[config.mk]
export PLATFORM = sky130hd
export DESIGN_NAME = addr_mode_ctrl
export DESIGN_NICKNAME = d
export VERILOG_FILES = /design/src/logic/addr_mode_pkg.sv /design/src/logic/link_if.sv /design/src/logic/addr_mode_ctrl.sv /design/src/logic/spi_front.sv
export SDC_FILE = /design/constraint.sdc
export NUM_CORES = 1
export LEC_CHECK = 0
export BUFFER_PORTS_ARGS = -buffer_cell sky130_fd_sc_hd__buf_2
export CAP_MARGIN = 10
export CELL_PAD_IN_SITES_DETAIL_PLACEMENT = 1
export CELL_PAD_IN_SITES_GLOBAL_PLACEMENT = 1
export CORE_MARGIN = 2
export CORE_UTILIZATION = 45
export CTS_CLUSTER_SIZE = 20
export DETAILED_ROUTE_END_ITERATION = 7
export HOLD_SLACK_MARGIN = 0.1
export PLACE_DENSITY = 0.79
export SYNTH_ARGS = -nofsm -noshare
export SYNTH_HDL_FRONTEND = slang
export SYNTH_HIERARCHICAL = 1
export SYNTH_SLANG_ARGS = --single-unit
[constraint.sdc]
create_clock -name sys_clk -period 3 [get_ports sys_clk]
set_input_delay 0.6 -clock sys_clk [delete_from_list [all_inputs] [get_ports sys_clk]]
set_output_delay 0.6 -clock sys_clk [all_outputs]
set_load 0.005 [all_outputs]
[src/logic/addr_mode_pkg.sv]
// constants shared by the address-mode and reset control block
package addr_mode_pkg;
	// command opcodes
	localparam logic [7:0] OP_WRSR = 8'h01;
	localparam logic [7:0] OP_READ = 8'h03;
	localparam logic [7:0] OP_RDSR = 8'h05;
	localparam logic [7:0] OP_WREN = 8'h06;
	localparam logic [7:0] OP_READ_4B = 8'h13;
	localparam logic [7:0] OP_RD_SEG = 8'h16;
	localparam logic [7:0] OP_WR_SEG = 8'h17;
	localparam logic [7:0] OP_ENTER_QUAD = 8'h38;
	localparam logic [7:0] OP_VOL_WREN = 8'h50;
	localparam logic [7:0] OP_DISC = 8'h5a;
	localparam logic [7:0] OP_RST_EN = 8'h66;
	localparam logic [7:0] OP_RST = 8'h99;
	localparam logic [7:0] OP_ENTER_4B = 8'hb7;
	localparam logic [7:0] OP_EXIT_4B = 8'he9;
	localparam logic [7:0] OP_EXIT_QUAD = 8'hf5;
	// segment-select layout and reset values
	localparam int SEG_MODE_BIT = 7;
	localparam logic [7:0] SEG_RESET = 8'h00;
	localparam logic [7:0] STATUS_NV_RESET = 8'h00;
	localparam logic [7:0] STATUS_VOL_RESET = 8'h00;
	// address and dummy lengths in bytes
	localparam logic [2:0] ADDR_BYTES_3B = 3'h3;
	localparam logic [2:0] ADDR_BYTES_4B = 3'h4;
	localparam logic [2:0] DUMMY_BYTES_SPI = 3'h1;
	localparam logic [2:0] DUMMY_BYTES_QUAD = 3'h4;
	// bits per sampling edge on one or four lines
	localparam logic [2:0] STEP_SPI = 3'h1;
	localparam logic [2:0] STEP_QUAD = 3'h4;
	// discovery table: 4-byte/reset/status dword at 3ch, lowest byte first
	localparam logic [7:0] DISC_BASE = 8'h3c;
	localparam logic [31:0] DISC_WORD16 = 32'ha1f850e8;
	localparam logic [7:0] DISC_FILL = 8'hff;
endpackage

[src/logic/link_if.sv]
// byte-level carrier between the serial front end and the command core
`timescale 1ns/1ps
`default_nettype none
interface link_if;
	logic [7:0] rx_byte;
	logic rx_valid;
	logic frame_start;
	logic frame_end;
	logic quad;
	logic tx_en;
	logic [7:0] tx_byte;
	modport front (output rx_byte, output rx_valid, output frame_start, output frame_end,
		input quad, input tx_en, input tx_byte);
	modport core (input rx_byte, input rx_valid, input frame_start, input frame_end,
		output quad, output tx_en, output tx_byte);
endinterface
`default_nettype wire

[src/logic/addr_mode_ctrl.sv]
// command interpreter for address mode, segment select, soft reset and status write enables
//
// Overview of operation
// - discovery bytes 3ch..3fh read back as e8h, 50h, f8h, a1h.
// - command b7h enters 4-byte addressing, no write enable needed.
// - segment select is 8 bits; bit 7 set means 4-byte mode, bits ignored.
// - 16h reads segment select; 17h loads it from one data byte.
// - bit 7 clear: 3-byte addresses, bits 6..0 give upper address bits.
// - command e9h leaves 4-byte addressing, no write enable needed.
// - power cycle returns the device to 3-byte addressing.
// - soft reset only on 66h immediately followed by 99h.
// - reset pair accepted on the current line width, one or four lines.
// - dedicated read command always takes a 4-byte address.
// - non-volatile status write needs a prior 06h, else rejected.
// - 50h enables a volatile status write that overrides non-volatile value.
// - 38h enters four-line mode; f5h leaves it when in four-line mode.
`timescale 1ns/1ps
`default_nettype none
module addr_mode_ctrl
	import addr_mode_pkg::*;
(
	input wire logic sys_clk,
	input wire logic rstn,
	input wire logic sck,
	input wire logic cs_n,
	input wire logic [3:0] dq_in,
	output logic [3:0] dq_out,
	output logic [3:0] dq_oe_n,
	output logic four_byte_mode,
	output logic four_line_mode,
	output logic [7:0] seg_select,
	output logic [7:0] status_active,
	output logic nv_status_write,
	output logic [7:0] nv_status,
	output logic [31:0] array_addr,
	output logic array_addr_valid,
	output logic soft_reset
);
	typedef enum logic [2:0] {
		ST_CMD,
		ST_ADDR,
		ST_DUMMY,
		ST_DATA_IN,
		ST_DATA_OUT,
		ST_IGNORE
	} phase_t;

	typedef struct packed {
		phase_t st;
		logic [7:0] cmd;
		logic [2:0] left;
		logic [31:0] addr;
		logic a4;
		logic [7:0] seg;
		logic wel;
		logic vol_wel;
		logic vol_active;
		logic [7:0] st_nv;
		logic [7:0] st_vol;
		logic quad;
		logic rst_arm;
		logic [7:0] tx_byte;
		logic tx_en;
		logic nv_wr;
		logic [31:0] aout;
		logic astb;
		logic sreset;
		logic [7:0] stat_o;
	} core_t;

	core_t q, d;
	link_if lk();

	spi_front u_front (
		.sys_clk(sys_clk),
		.rstn(rstn),
		.sck(sck),
		.cs_n(cs_n),
		.dq_in(dq_in),
		.dq_out(dq_out),
		.dq_oe_n(dq_oe_n),
		.lk(lk)
	);

	// discovery lookup; everything outside the one dword reads as fill
	function automatic logic [7:0] disc_byte(input logic [31:0] a);
		logic [7:0] r;
		r = DISC_FILL;
		if (a[23:8] == 16'h0 && a[7:2] == DISC_BASE[7:2]) begin
			r = DISC_WORD16[8*a[1:0] +: 8];
		end
		return r;
	endfunction

	// effective status: volatile copy wins once it has been written
	function automatic logic [7:0] eff_status(input core_t s);
		return s.vol_active ? s.st_vol : s.st_nv;
	endfunction

	// byte-driven command sequencer
	always_comb begin
		d = q;
		d.nv_wr = 1'b0;
		d.astb = 1'b0;
		d.sreset = 1'b0;
		if (lk.frame_start) begin
			// every frame opens on a command byte; output is released
			d.st = ST_CMD;
			d.tx_en = 1'b0;
		end else if (lk.rx_valid) begin
			case (q.st)
				ST_CMD: begin
					d.cmd = lk.rx_byte;
					d.st = ST_IGNORE;
					// the arm survives only into the very next command
					d.rst_arm = 1'b0;
					case (lk.rx_byte)
						OP_RST_EN: begin
							d.rst_arm = 1'b1;
						end
						OP_RST: begin
							if (q.rst_arm) begin
								d.seg = SEG_RESET;
								d.wel = 1'b0;
								d.vol_wel = 1'b0;
								d.quad = 1'b0;
								d.sreset = 1'b1;
							end
						end
						OP_WREN: begin
							d.wel = 1'b1;
						end
						OP_VOL_WREN: begin
							d.vol_wel = 1'b1;
						end
						OP_ENTER_4B: begin
							d.seg[SEG_MODE_BIT] = 1'b1;
						end
						OP_EXIT_4B: begin
							d.seg[SEG_MODE_BIT] = 1'b0;
						end
						OP_ENTER_QUAD: begin
							d.quad = 1'b1;
						end
						OP_EXIT_QUAD: begin
							if (q.quad) begin
								d.quad = 1'b0;
							end
						end
						OP_RD_SEG: begin
							d.st = ST_DATA_OUT;
							d.tx_byte = q.seg;
							d.tx_en = 1'b1;
						end
						OP_RDSR: begin
							d.st = ST_DATA_OUT;
							d.tx_byte = eff_status(q);
							d.tx_en = 1'b1;
						end
						OP_WR_SEG, OP_WRSR: begin
							d.st = ST_DATA_IN;
						end
						OP_READ: begin
							// address length follows the current mode
							d.st = ST_ADDR;
							d.a4 = q.seg[SEG_MODE_BIT];
							d.left = q.seg[SEG_MODE_BIT] ? ADDR_BYTES_4B : ADDR_BYTES_3B;
						end
						OP_READ_4B: begin
							d.st = ST_ADDR;
							d.a4 = 1'b1;
							d.left = ADDR_BYTES_4B;
						end
						OP_DISC: begin
							d.st = ST_ADDR;
							d.a4 = 1'b0;
							d.left = ADDR_BYTES_3B;
						end
						default: begin
							d.st = ST_IGNORE;
						end
					endcase
				end
				ST_ADDR: begin
					d.addr = {q.addr[23:0], lk.rx_byte};
					d.left = q.left - 3'h1;
					if (q.left == 3'h1) begin
						if (q.cmd == OP_DISC) begin
							// eight dummy clocks: one byte on one line, four on four
							d.st = ST_DUMMY;
							d.left = q.quad ? DUMMY_BYTES_QUAD : DUMMY_BYTES_SPI;
						end else begin
							d.st = ST_IGNORE;
							d.astb = 1'b1;
							if (q.a4) begin
								d.aout = d.addr;
							end else begin
								d.aout = {1'b0, q.seg[6:0], d.addr[23:0]};
							end
						end
					end
				end
				ST_DUMMY: begin
					d.left = q.left - 3'h1;
					if (q.left == 3'h1) begin
						d.st = ST_DATA_OUT;
						d.tx_byte = disc_byte(q.addr);
						d.tx_en = 1'b1;
					end
				end
				ST_DATA_OUT: begin
					// discovery reads run on; register reads repeat
					if (q.cmd == OP_DISC) begin
						d.addr = q.addr + 32'h1;
						d.tx_byte = disc_byte(d.addr);
					end else if (q.cmd == OP_RD_SEG) begin
						d.tx_byte = q.seg;
					end else begin
						d.tx_byte = eff_status(q);
					end
				end
				ST_DATA_IN: begin
					d.st = ST_IGNORE;
					if (q.cmd == OP_WR_SEG) begin
						d.seg = lk.rx_byte;
					end else if (q.wel) begin
						// non-volatile write has priority over a pending volatile one
						d.st_nv = lk.rx_byte;
						d.nv_wr = 1'b1;
						d.wel = 1'b0;
					end else if (q.vol_wel) begin
						d.st_vol = lk.rx_byte;
						d.vol_active = 1'b1;
						d.vol_wel = 1'b0;
					end
				end
				default: begin
					d.st = ST_IGNORE;
				end
			endcase
		end
		d.stat_o = eff_status(d);
	end

	// reset stands for power-up; 3-byte lowest segment afterwards
	always_ff @(posedge sys_clk) begin
		if (!rstn) begin
			q <= '0;
			q.st <= ST_CMD;
			q.seg <= SEG_RESET;
			q.st_nv <= STATUS_NV_RESET;
			q.st_vol <= STATUS_VOL_RESET;
			q.stat_o <= STATUS_NV_RESET;
		end else begin
			q <= d;
		end
	end

	assign lk.quad = q.quad;
	assign lk.tx_en = q.tx_en;
	assign lk.tx_byte = q.tx_byte;
	assign four_byte_mode = q.seg[SEG_MODE_BIT];
	assign four_line_mode = q.quad;
	assign seg_select = q.seg;
	assign status_active = q.stat_o;
	assign nv_status_write = q.nv_wr;
	assign nv_status = q.st_nv;
	assign array_addr = q.aout;
	assign array_addr_valid = q.astb;
	assign soft_reset = q.sreset;
endmodule
`default_nettype wire

[src/logic/spi_front.sv]
// serial pin front end: synchronisers, edge finding, byte shifting on one or four lines
`timescale 1ns/1ps
`default_nettype none
module spi_front
	import addr_mode_pkg::*;
(
	input wire logic sys_clk,
	input wire logic rstn,
	input wire logic sck,
	input wire logic cs_n,
	input wire logic [3:0] dq_in,
	output logic [3:0] dq_out,
	output logic [3:0] dq_oe_n,
	link_if.front lk
);
	typedef struct packed {
		logic sck_meta;
		logic sck_sync;
		logic sck_prev;
		logic cs_meta;
		logic cs_sync;
		logic [3:0] dq_meta;
		logic [3:0] dq_sync;
		logic active;
		logic [2:0] cnt;
		logic [7:0] rx_sh;
		logic [7:0] tx_sh;
		logic [7:0] rx_byte;
		logic rx_valid;
		logic fstart;
		logic fend;
		logic [3:0] dq_out;
		logic [3:0] dq_oe_n;
	} front_t;

	front_t q, d;
	logic rise, fall;
	logic [2:0] step;

	// edges come from the second and third stages only
	assign rise = q.sck_sync & ~q.sck_prev;
	assign fall = ~q.sck_sync & q.sck_prev;
	assign step = lk.quad ? STEP_QUAD : STEP_SPI;

	// sample on rising sck, shift out on falling sck (modes 0 and 3)
	always_comb begin
		d = q;
		d.rx_valid = 1'b0;
		d.fstart = 1'b0;
		d.fend = 1'b0;
		d.sck_meta = sck;
		d.sck_sync = q.sck_meta;
		d.sck_prev = q.sck_sync;
		d.cs_meta = cs_n;
		d.cs_sync = q.cs_meta;
		d.dq_meta = dq_in;
		d.dq_sync = q.dq_meta;
		if (q.cs_sync) begin
			d.fend = q.active;
			d.active = 1'b0;
			d.dq_oe_n = 4'hf;
		end else if (!q.active) begin
			// new frame: partial bytes of the last one are dropped
			d.active = 1'b1;
			d.cnt = 3'h0;
			d.fstart = 1'b1;
			d.dq_oe_n = 4'hf;
		end else begin
			if (rise) begin
				d.rx_sh = lk.quad ? {q.rx_sh[3:0], q.dq_sync} : {q.rx_sh[6:0], q.dq_sync[0]};
				d.cnt = q.cnt + step;
				if (d.cnt == 3'h0) begin
					d.rx_byte = d.rx_sh;
					d.rx_valid = 1'b1;
				end
			end
			if (fall) begin
				if (q.cnt == 3'h0) begin
					d.tx_sh = lk.tx_byte;
				end else begin
					d.tx_sh = lk.quad ? {q.tx_sh[3:0], 4'h0} : {q.tx_sh[6:0], 1'b0};
				end
				d.dq_out = lk.quad ? d.tx_sh[7:4] : {2'h0, d.tx_sh[7], 1'b0};
				d.dq_oe_n = !lk.tx_en ? 4'hf : (lk.quad ? 4'h0 : 4'hd);
			end
		end
	end

	// one register bank; reset leaves all lines released
	always_ff @(posedge sys_clk) begin
		if (!rstn) begin
			q <= '0;
			q.sck_meta <= 1'b0;
			q.cs_meta <= 1'b1;
			q.cs_sync <= 1'b1;
			q.dq_oe_n <= 4'hf;
		end else begin
			q <= d;
		end
	end

	assign dq_out = q.dq_out;
	assign dq_oe_n = q.dq_oe_n;
	assign lk.rx_byte = q.rx_byte;
	assign lk.rx_valid = q.rx_valid;
	assign lk.frame_start = q.fstart;
	assign lk.frame_end = q.fend;
endmodule
`default_nettype wire

After elaboration in Yosys (flattened, before gate mapping)
Cells that the tools add are included.
{ "classes": {"n_eq_ne": 41, "bitwise": 17, "addsub": 3, "muxes": 65, "n_reduce_logical": 41, "n_shift": 2} }
{ "op_table": {"columns": ["op", "count"], "rows": [
  ["$mux 8", 13],
  ["$mux 33", 3],
  ["$mux 32", 2],
  ["$pmux 32 s2", 1],
  ["$shiftx 32x6->8 const A", 2],
  ["$mux 63", 1],
  ["$eq 8x5->1 const B", 5],
  ["$add 32x1->32 const B", 1],
  ["$eq 8x7->1 const B", 4],
  ["$eq 8x8->1 const B", 4],
  ["$logic_not 16->1", 2],
  ["$mux 27", 1],
  ["$pmux 3 s3", 3],
  ["$mux 3", 8],
  ["$pmux 8 s3", 1],
  ["$reduce_and 4->1", 6],
  ["$pmux 10 s2", 1],
  ["$mux 19", 1],
  ["$ne 2x2->1 const B", 9],
  ["$pmux 9 s2", 1],
  ["$reduce_and 6->1", 3],
  ["$mux 17", 1],
  ["$eq 8x3->1 const B", 2],
  ["$not 1->1", 15],
  ["36 further kinds", 79]
]} }
{ "totals": {"register_bits": 178, "output_inout_bits": 69} }

Depth between registers and ports, before layout
{ "depth": {"depth_word": 9, "ltp_mapped": 10} }

Cells and area by module
Netlist, hierarchy kept.
{ "by_module_without_submodules": {"columns": ["module", "area_each_um2", "instances", "cells_each"], "rows": [
  ["addr_mode_ctrl", 7113.1, 1, 932],
  ["spi_front", 1994.4, 1, 210]
]} }

Worst setup path before layout
Ideal clock, no wire load.
{ "synth_timing": {"path_type": "reg2reg", "start": "register q[83] (netlist bit)", "end": "register q (netlist bit lk.tx_byte[6])", "stages_incl_launch_ff": 10, "arrival_ns": 2.303, "required_ns": 2.863, "n_path_buf": 1, "slack_ns": 0.560, "period_less_slack_ns": 2.440, "path_cell_list": "dfxtp_1 -> ha_1 -> nand3_1 -> nor4_4 -> nor4b_1 -> o211ai_1 -> nor4_1 -> and2_1 -> buf_6 -> a311oi_2"} }
{ "synth_between": {"elab_chain_len": 6} }
{ "synth_rtl": {"columns": ["item", "line_no", "text"], "rows": [
  ["start, declared", "addr_mode_ctrl.sv:71", "core_t q, d;"],
  ["branches (longest 5 deep; another with $add 32x1->32)", null, null],
  ["$pmux 8 s3 (*)", "addr_mode_ctrl.sv:111", "case (q.st)"]
]} }
Mark *: on every way between the ends. The select of a mux whose other input is x is not followed.
A chain may end at the register's enable or synchronous reset.

Worst setup path in the final report
{ "layout_timing": {"start": "register q[86] (netlist bit)", "end": "register q (netlist bit lk.tx_byte[6])"} }
{ "layout_between": {"elab_chain_len": 6} }
{ "layout_rtl": {"columns": ["item", "line_no", "text"], "rows": [
  ["$add 32x1->32", "addr_mode_ctrl.sv:214", "d.addr = q.addr + 32'h1;"],
  ["$logic_not 16->1 / $eq 6x4->1 (equally long branches)", "addr_mode_ctrl.sv:89", "if (a[23:8] == 16'h0 && a[7:2] == DISC_BASE[7:2]) begin"],
  ["$logic_and 1x1->1", "addr_mode_ctrl.sv:89", null],
  ["$mux 8", "addr_mode_ctrl.sv:89", null],
  ["$mux 8", "addr_mode_ctrl.sv:213", "if (q.cmd == OP_DISC) begin"],
  ["$pmux 8 s3 (*)", "addr_mode_ctrl.sv:111", null]
]} }
Every way passes the cells marked *; elsewhere a longest branch is shown, timed or not. The select of a mux whose other input is x is not followed.

==> out/metrics.csv <==
stage;metric;value;unit
clock_tree;cts_max_path_buffers;2;
clock_tree;numCtsBuffers;17;
power_and_ir_drop;p_leak;3.75;nW
worst_setup_path;worst-path-buf-inv;0;
sta;rsz0062_at_grt;false;
worst_setup_path;r2r_end;lk.tx_byte[6]$_SDFFE_PN0P_;
layout;nNetsFinal;1140;
worst_setup_path;path_depth;7;
sta;fmax;0.376;GHz
floorplan;io-pin-count;77;
floorplan;rows;51;
layout;drive_gt1_share;17.1;%
floorplan;dieHeight;146;um
worst_setup_path;worstSetupEndpoint;lk.tx_byte[6]$_SDFFE_PN0P_;
drt;drt_iter0_markers;591;
clock_tree;h-tree-depth;4;
layout;num_antenna_cells;0;
yosys;syn-instance-count;1140;
layout;design_area;9890;um2
clock_tree;cts_sinks;167;
clock_tree;clk_pin_slew_worst_paths;0.07;ns
worst_setup_path;crit_family;simple AND/OR/NAND/NOR gates;
grt;first_global_vias;7983;
sta;setup-violations-final;0;
place;place_ws;0.269;ns
outcome;status;complete, no violations;
worst_setup_path;cp_slowest_cell;dfxtp_1;
power_and_ir_drop;cellPowerDensity;471;nW/um2
yosys;synth.avg_cell_area;7.97;um2
place;placed_area;9250;um2
floorplan;start_util;46.2;%
layout;utilization;50.3;%
worst_hold_path;hp-class;input pin to register;
layout;fillers;2458;
worst_setup_path;cp_slowest_stage_delay;0.59;ns
grt;antenna_found_initial;1;
sta;clock-skew-final;0.00918;ns
drt;routed_wirelength;27500;um
yosys;syn_nets;1159;
drt;route.vias.total;8204;
worst_setup_path;critPathKind;register to register;
floorplan;dieArea;21300;um2
sta;period_share;88.7;%
yosys;yosys_warnings;6;
clock_tree;postCtsHoldBufs;0;
drt;final_antenna_net_count;0;
grt;grt_max_degree;76;
worst_setup_path;r2r_setup_slack;0.34;ns
clock_tree;root_buffer;clkbuf_16;
worst_setup_path;cp_data_arrival_time;2.96;ns
worst_hold_path;hold_depth;2;
drt;drc;0;
sta;finalHoldViolCount;0;
sta;max_slew_margin;42.2;%
yosys;syn-cell-area;9080;um2
sta;setup-tns-final;0;ns
layout;multi_input_area;4740;um2
worst_setup_path;cp-start-kind;register;
drt;viasPerCell;5.86;
worst_setup_path;required;3.30;ns
drt;dr.pass1.iters;5;
sta;min_period;2.66;ns
power_and_ir_drop;peakVddDrop;0.418;mV
clock_tree;tritoncts;yes;
worst_setup_path;timing.rr.start;q[86]$_SDFFE_PN0P_;
floorplan;core-area;19700;um2
worst_setup_path;critPathLaunch;q[86]$_SDFFE_PN0P_;
floorplan;die_w;146;um
worst_setup_path;cp-end-kind;register;
sta;tightest_slew;0.863;ns
worst_setup_path;cp_cell_sequence;nand3_1, nor4_2, xnor2_1, o21ai_1, nor4_1, and2_1, a311oi_2;
grt;gr-total-overflow;0;
place;io_buffers;76;
worst_setup_path;critPathMaxFanout;11;
layout;regArea;3340;um2
run;maxCapViolations;0;
place;gp_congestion;0.945;
grt;grt_pass1_wl;44100;um
worst_setup_path;r2r.worst_path.cells;7;
sta;layout_setup_ws;0.338;ns
drt;routedWlPerCell;19.7;um
layout;area_growth;8.87;%
clock_tree;worstSkewPairLatency;0.43;ns
grt;track_usage;25.7;%
place;dp_hpwl;19400;um
sta;slew_viol_final;0;
[what timing repair did]
item | 4_1_cts | 5_1_grt
setup endpoints to repair | 0 | 2
resized for setup | 0 | 2
buffers inserted | 0 | 0
[sequential cells by signal (all words and copies together), names as in the netlist, 2 cells and up]
name,count
nv_status,8
u_front/lk.rx_byte,8
lk.tx_byte,8
status_active,8
seg_select,8
u_front/d,7
u_front/q,24
u_front/dq_oe_n,2
u_front/dq_out,4
q,51
array_addr,32
[how the worst min path moves through the flow]
stage	end	startpoint	slack [ns]
finish	u_front/d[47]$_SDFF_PN1_	cs_n	0.34
global placement	u_front/q[47]$_SDFF_PN1_	u_front/d[47]$_SDFF_PN1_	0.40
CTS	u_front/d[47]$_SDFF_PN1_	cs_n	0.33
global route	u_front/d[42]$_SDFF_PN0_	dq_in[3]	0.36
detailed placement	u_front/q[47]$_SDFF_PN1_	u_front/d[47]$_SDFF_PN1_	0.41
floorplan	u_front/q[47]$_SDFF_PN1_	u_front/d[47]$_SDFF_PN1_	0.39
[layer usage]
metal,wire (um),GRT usage (%),vias to the layer above
li1,-,-,3899
met1,13000,36.6,4036
met2,12600,40.5,232
met3,1500,4.13,35
met4,391,7.18,2
met5,11,0,-
[cell usage in the layout (no fill, tap or decap), types with 5 or more instances in the layout]
master / count
mux2i_1: 47
dfxtp_1: 166
buf_4: 47
nor3b_1: 5
a21oi_1: 97
ha_1: 11
a211o_1: 6
nor4_1: 13
nand2_1: 134
or3_1: 11
a211oi_1: 20
and2_1: 20
nand3_1: 38
clkbuf_16: 17
a22oi_1: 13
inv_6: 6
xnor2_1: 8
nor3_1: 21
nand4_1: 12
nor2b_1: 9
mux2_2: 11
buf_2: 76
inv_1: 21
o21ai_0: 72
nor2_1: 112
and3_1: 12
a31oi_1: 13
nand2b_1: 10
o22ai_1: 5
o31ai_1: 6
[report_power, final]
group / internal, W / switching, W
Combinational: 0.0000165 / 0.0000461
Clock: 0.00135 / 0.00102
Sequential: 0.00222 / 0.00000360
[stage by stage]
step,total power (W),cells,hold slack [ns]
3_3_place_gp,0.00234,1367,0.402
3_5_place_dp,0.00234,1367,0.408
6_report,0.00466,1399,0.345
2_1_floorplan,0.00232,1140,0.386
5_1_grt,0.00481,1399,0.359
4_1_cts,0.00470,1399,0.331
[worst reg2reg max path: stages, from the launching register on]
cell and delay [ns]:
dfxtp_1 0.59, nand3_1 0.39, nor4_2 0.43, xnor2_1 0.17, o21ai_1 0.10, nor4_1 0.37
and2_1 0.34, a311oi_2 0.13
[layout make-up]
| cell class | instances | area share [%] |
|---|---|---|
| clock buffer | 17 | 4.30 |
| clock inverter | 15 | 2.04 |
| inverter | 23 | 0.873 |
| multi-input combinational | 788 | 48.0 |
| sequential | 167 | 33.8 |
| tap | 265 | 3.35 |
| timing repair buffer | 124 | 7.62 |
Power figures use the tool's default switching activity.
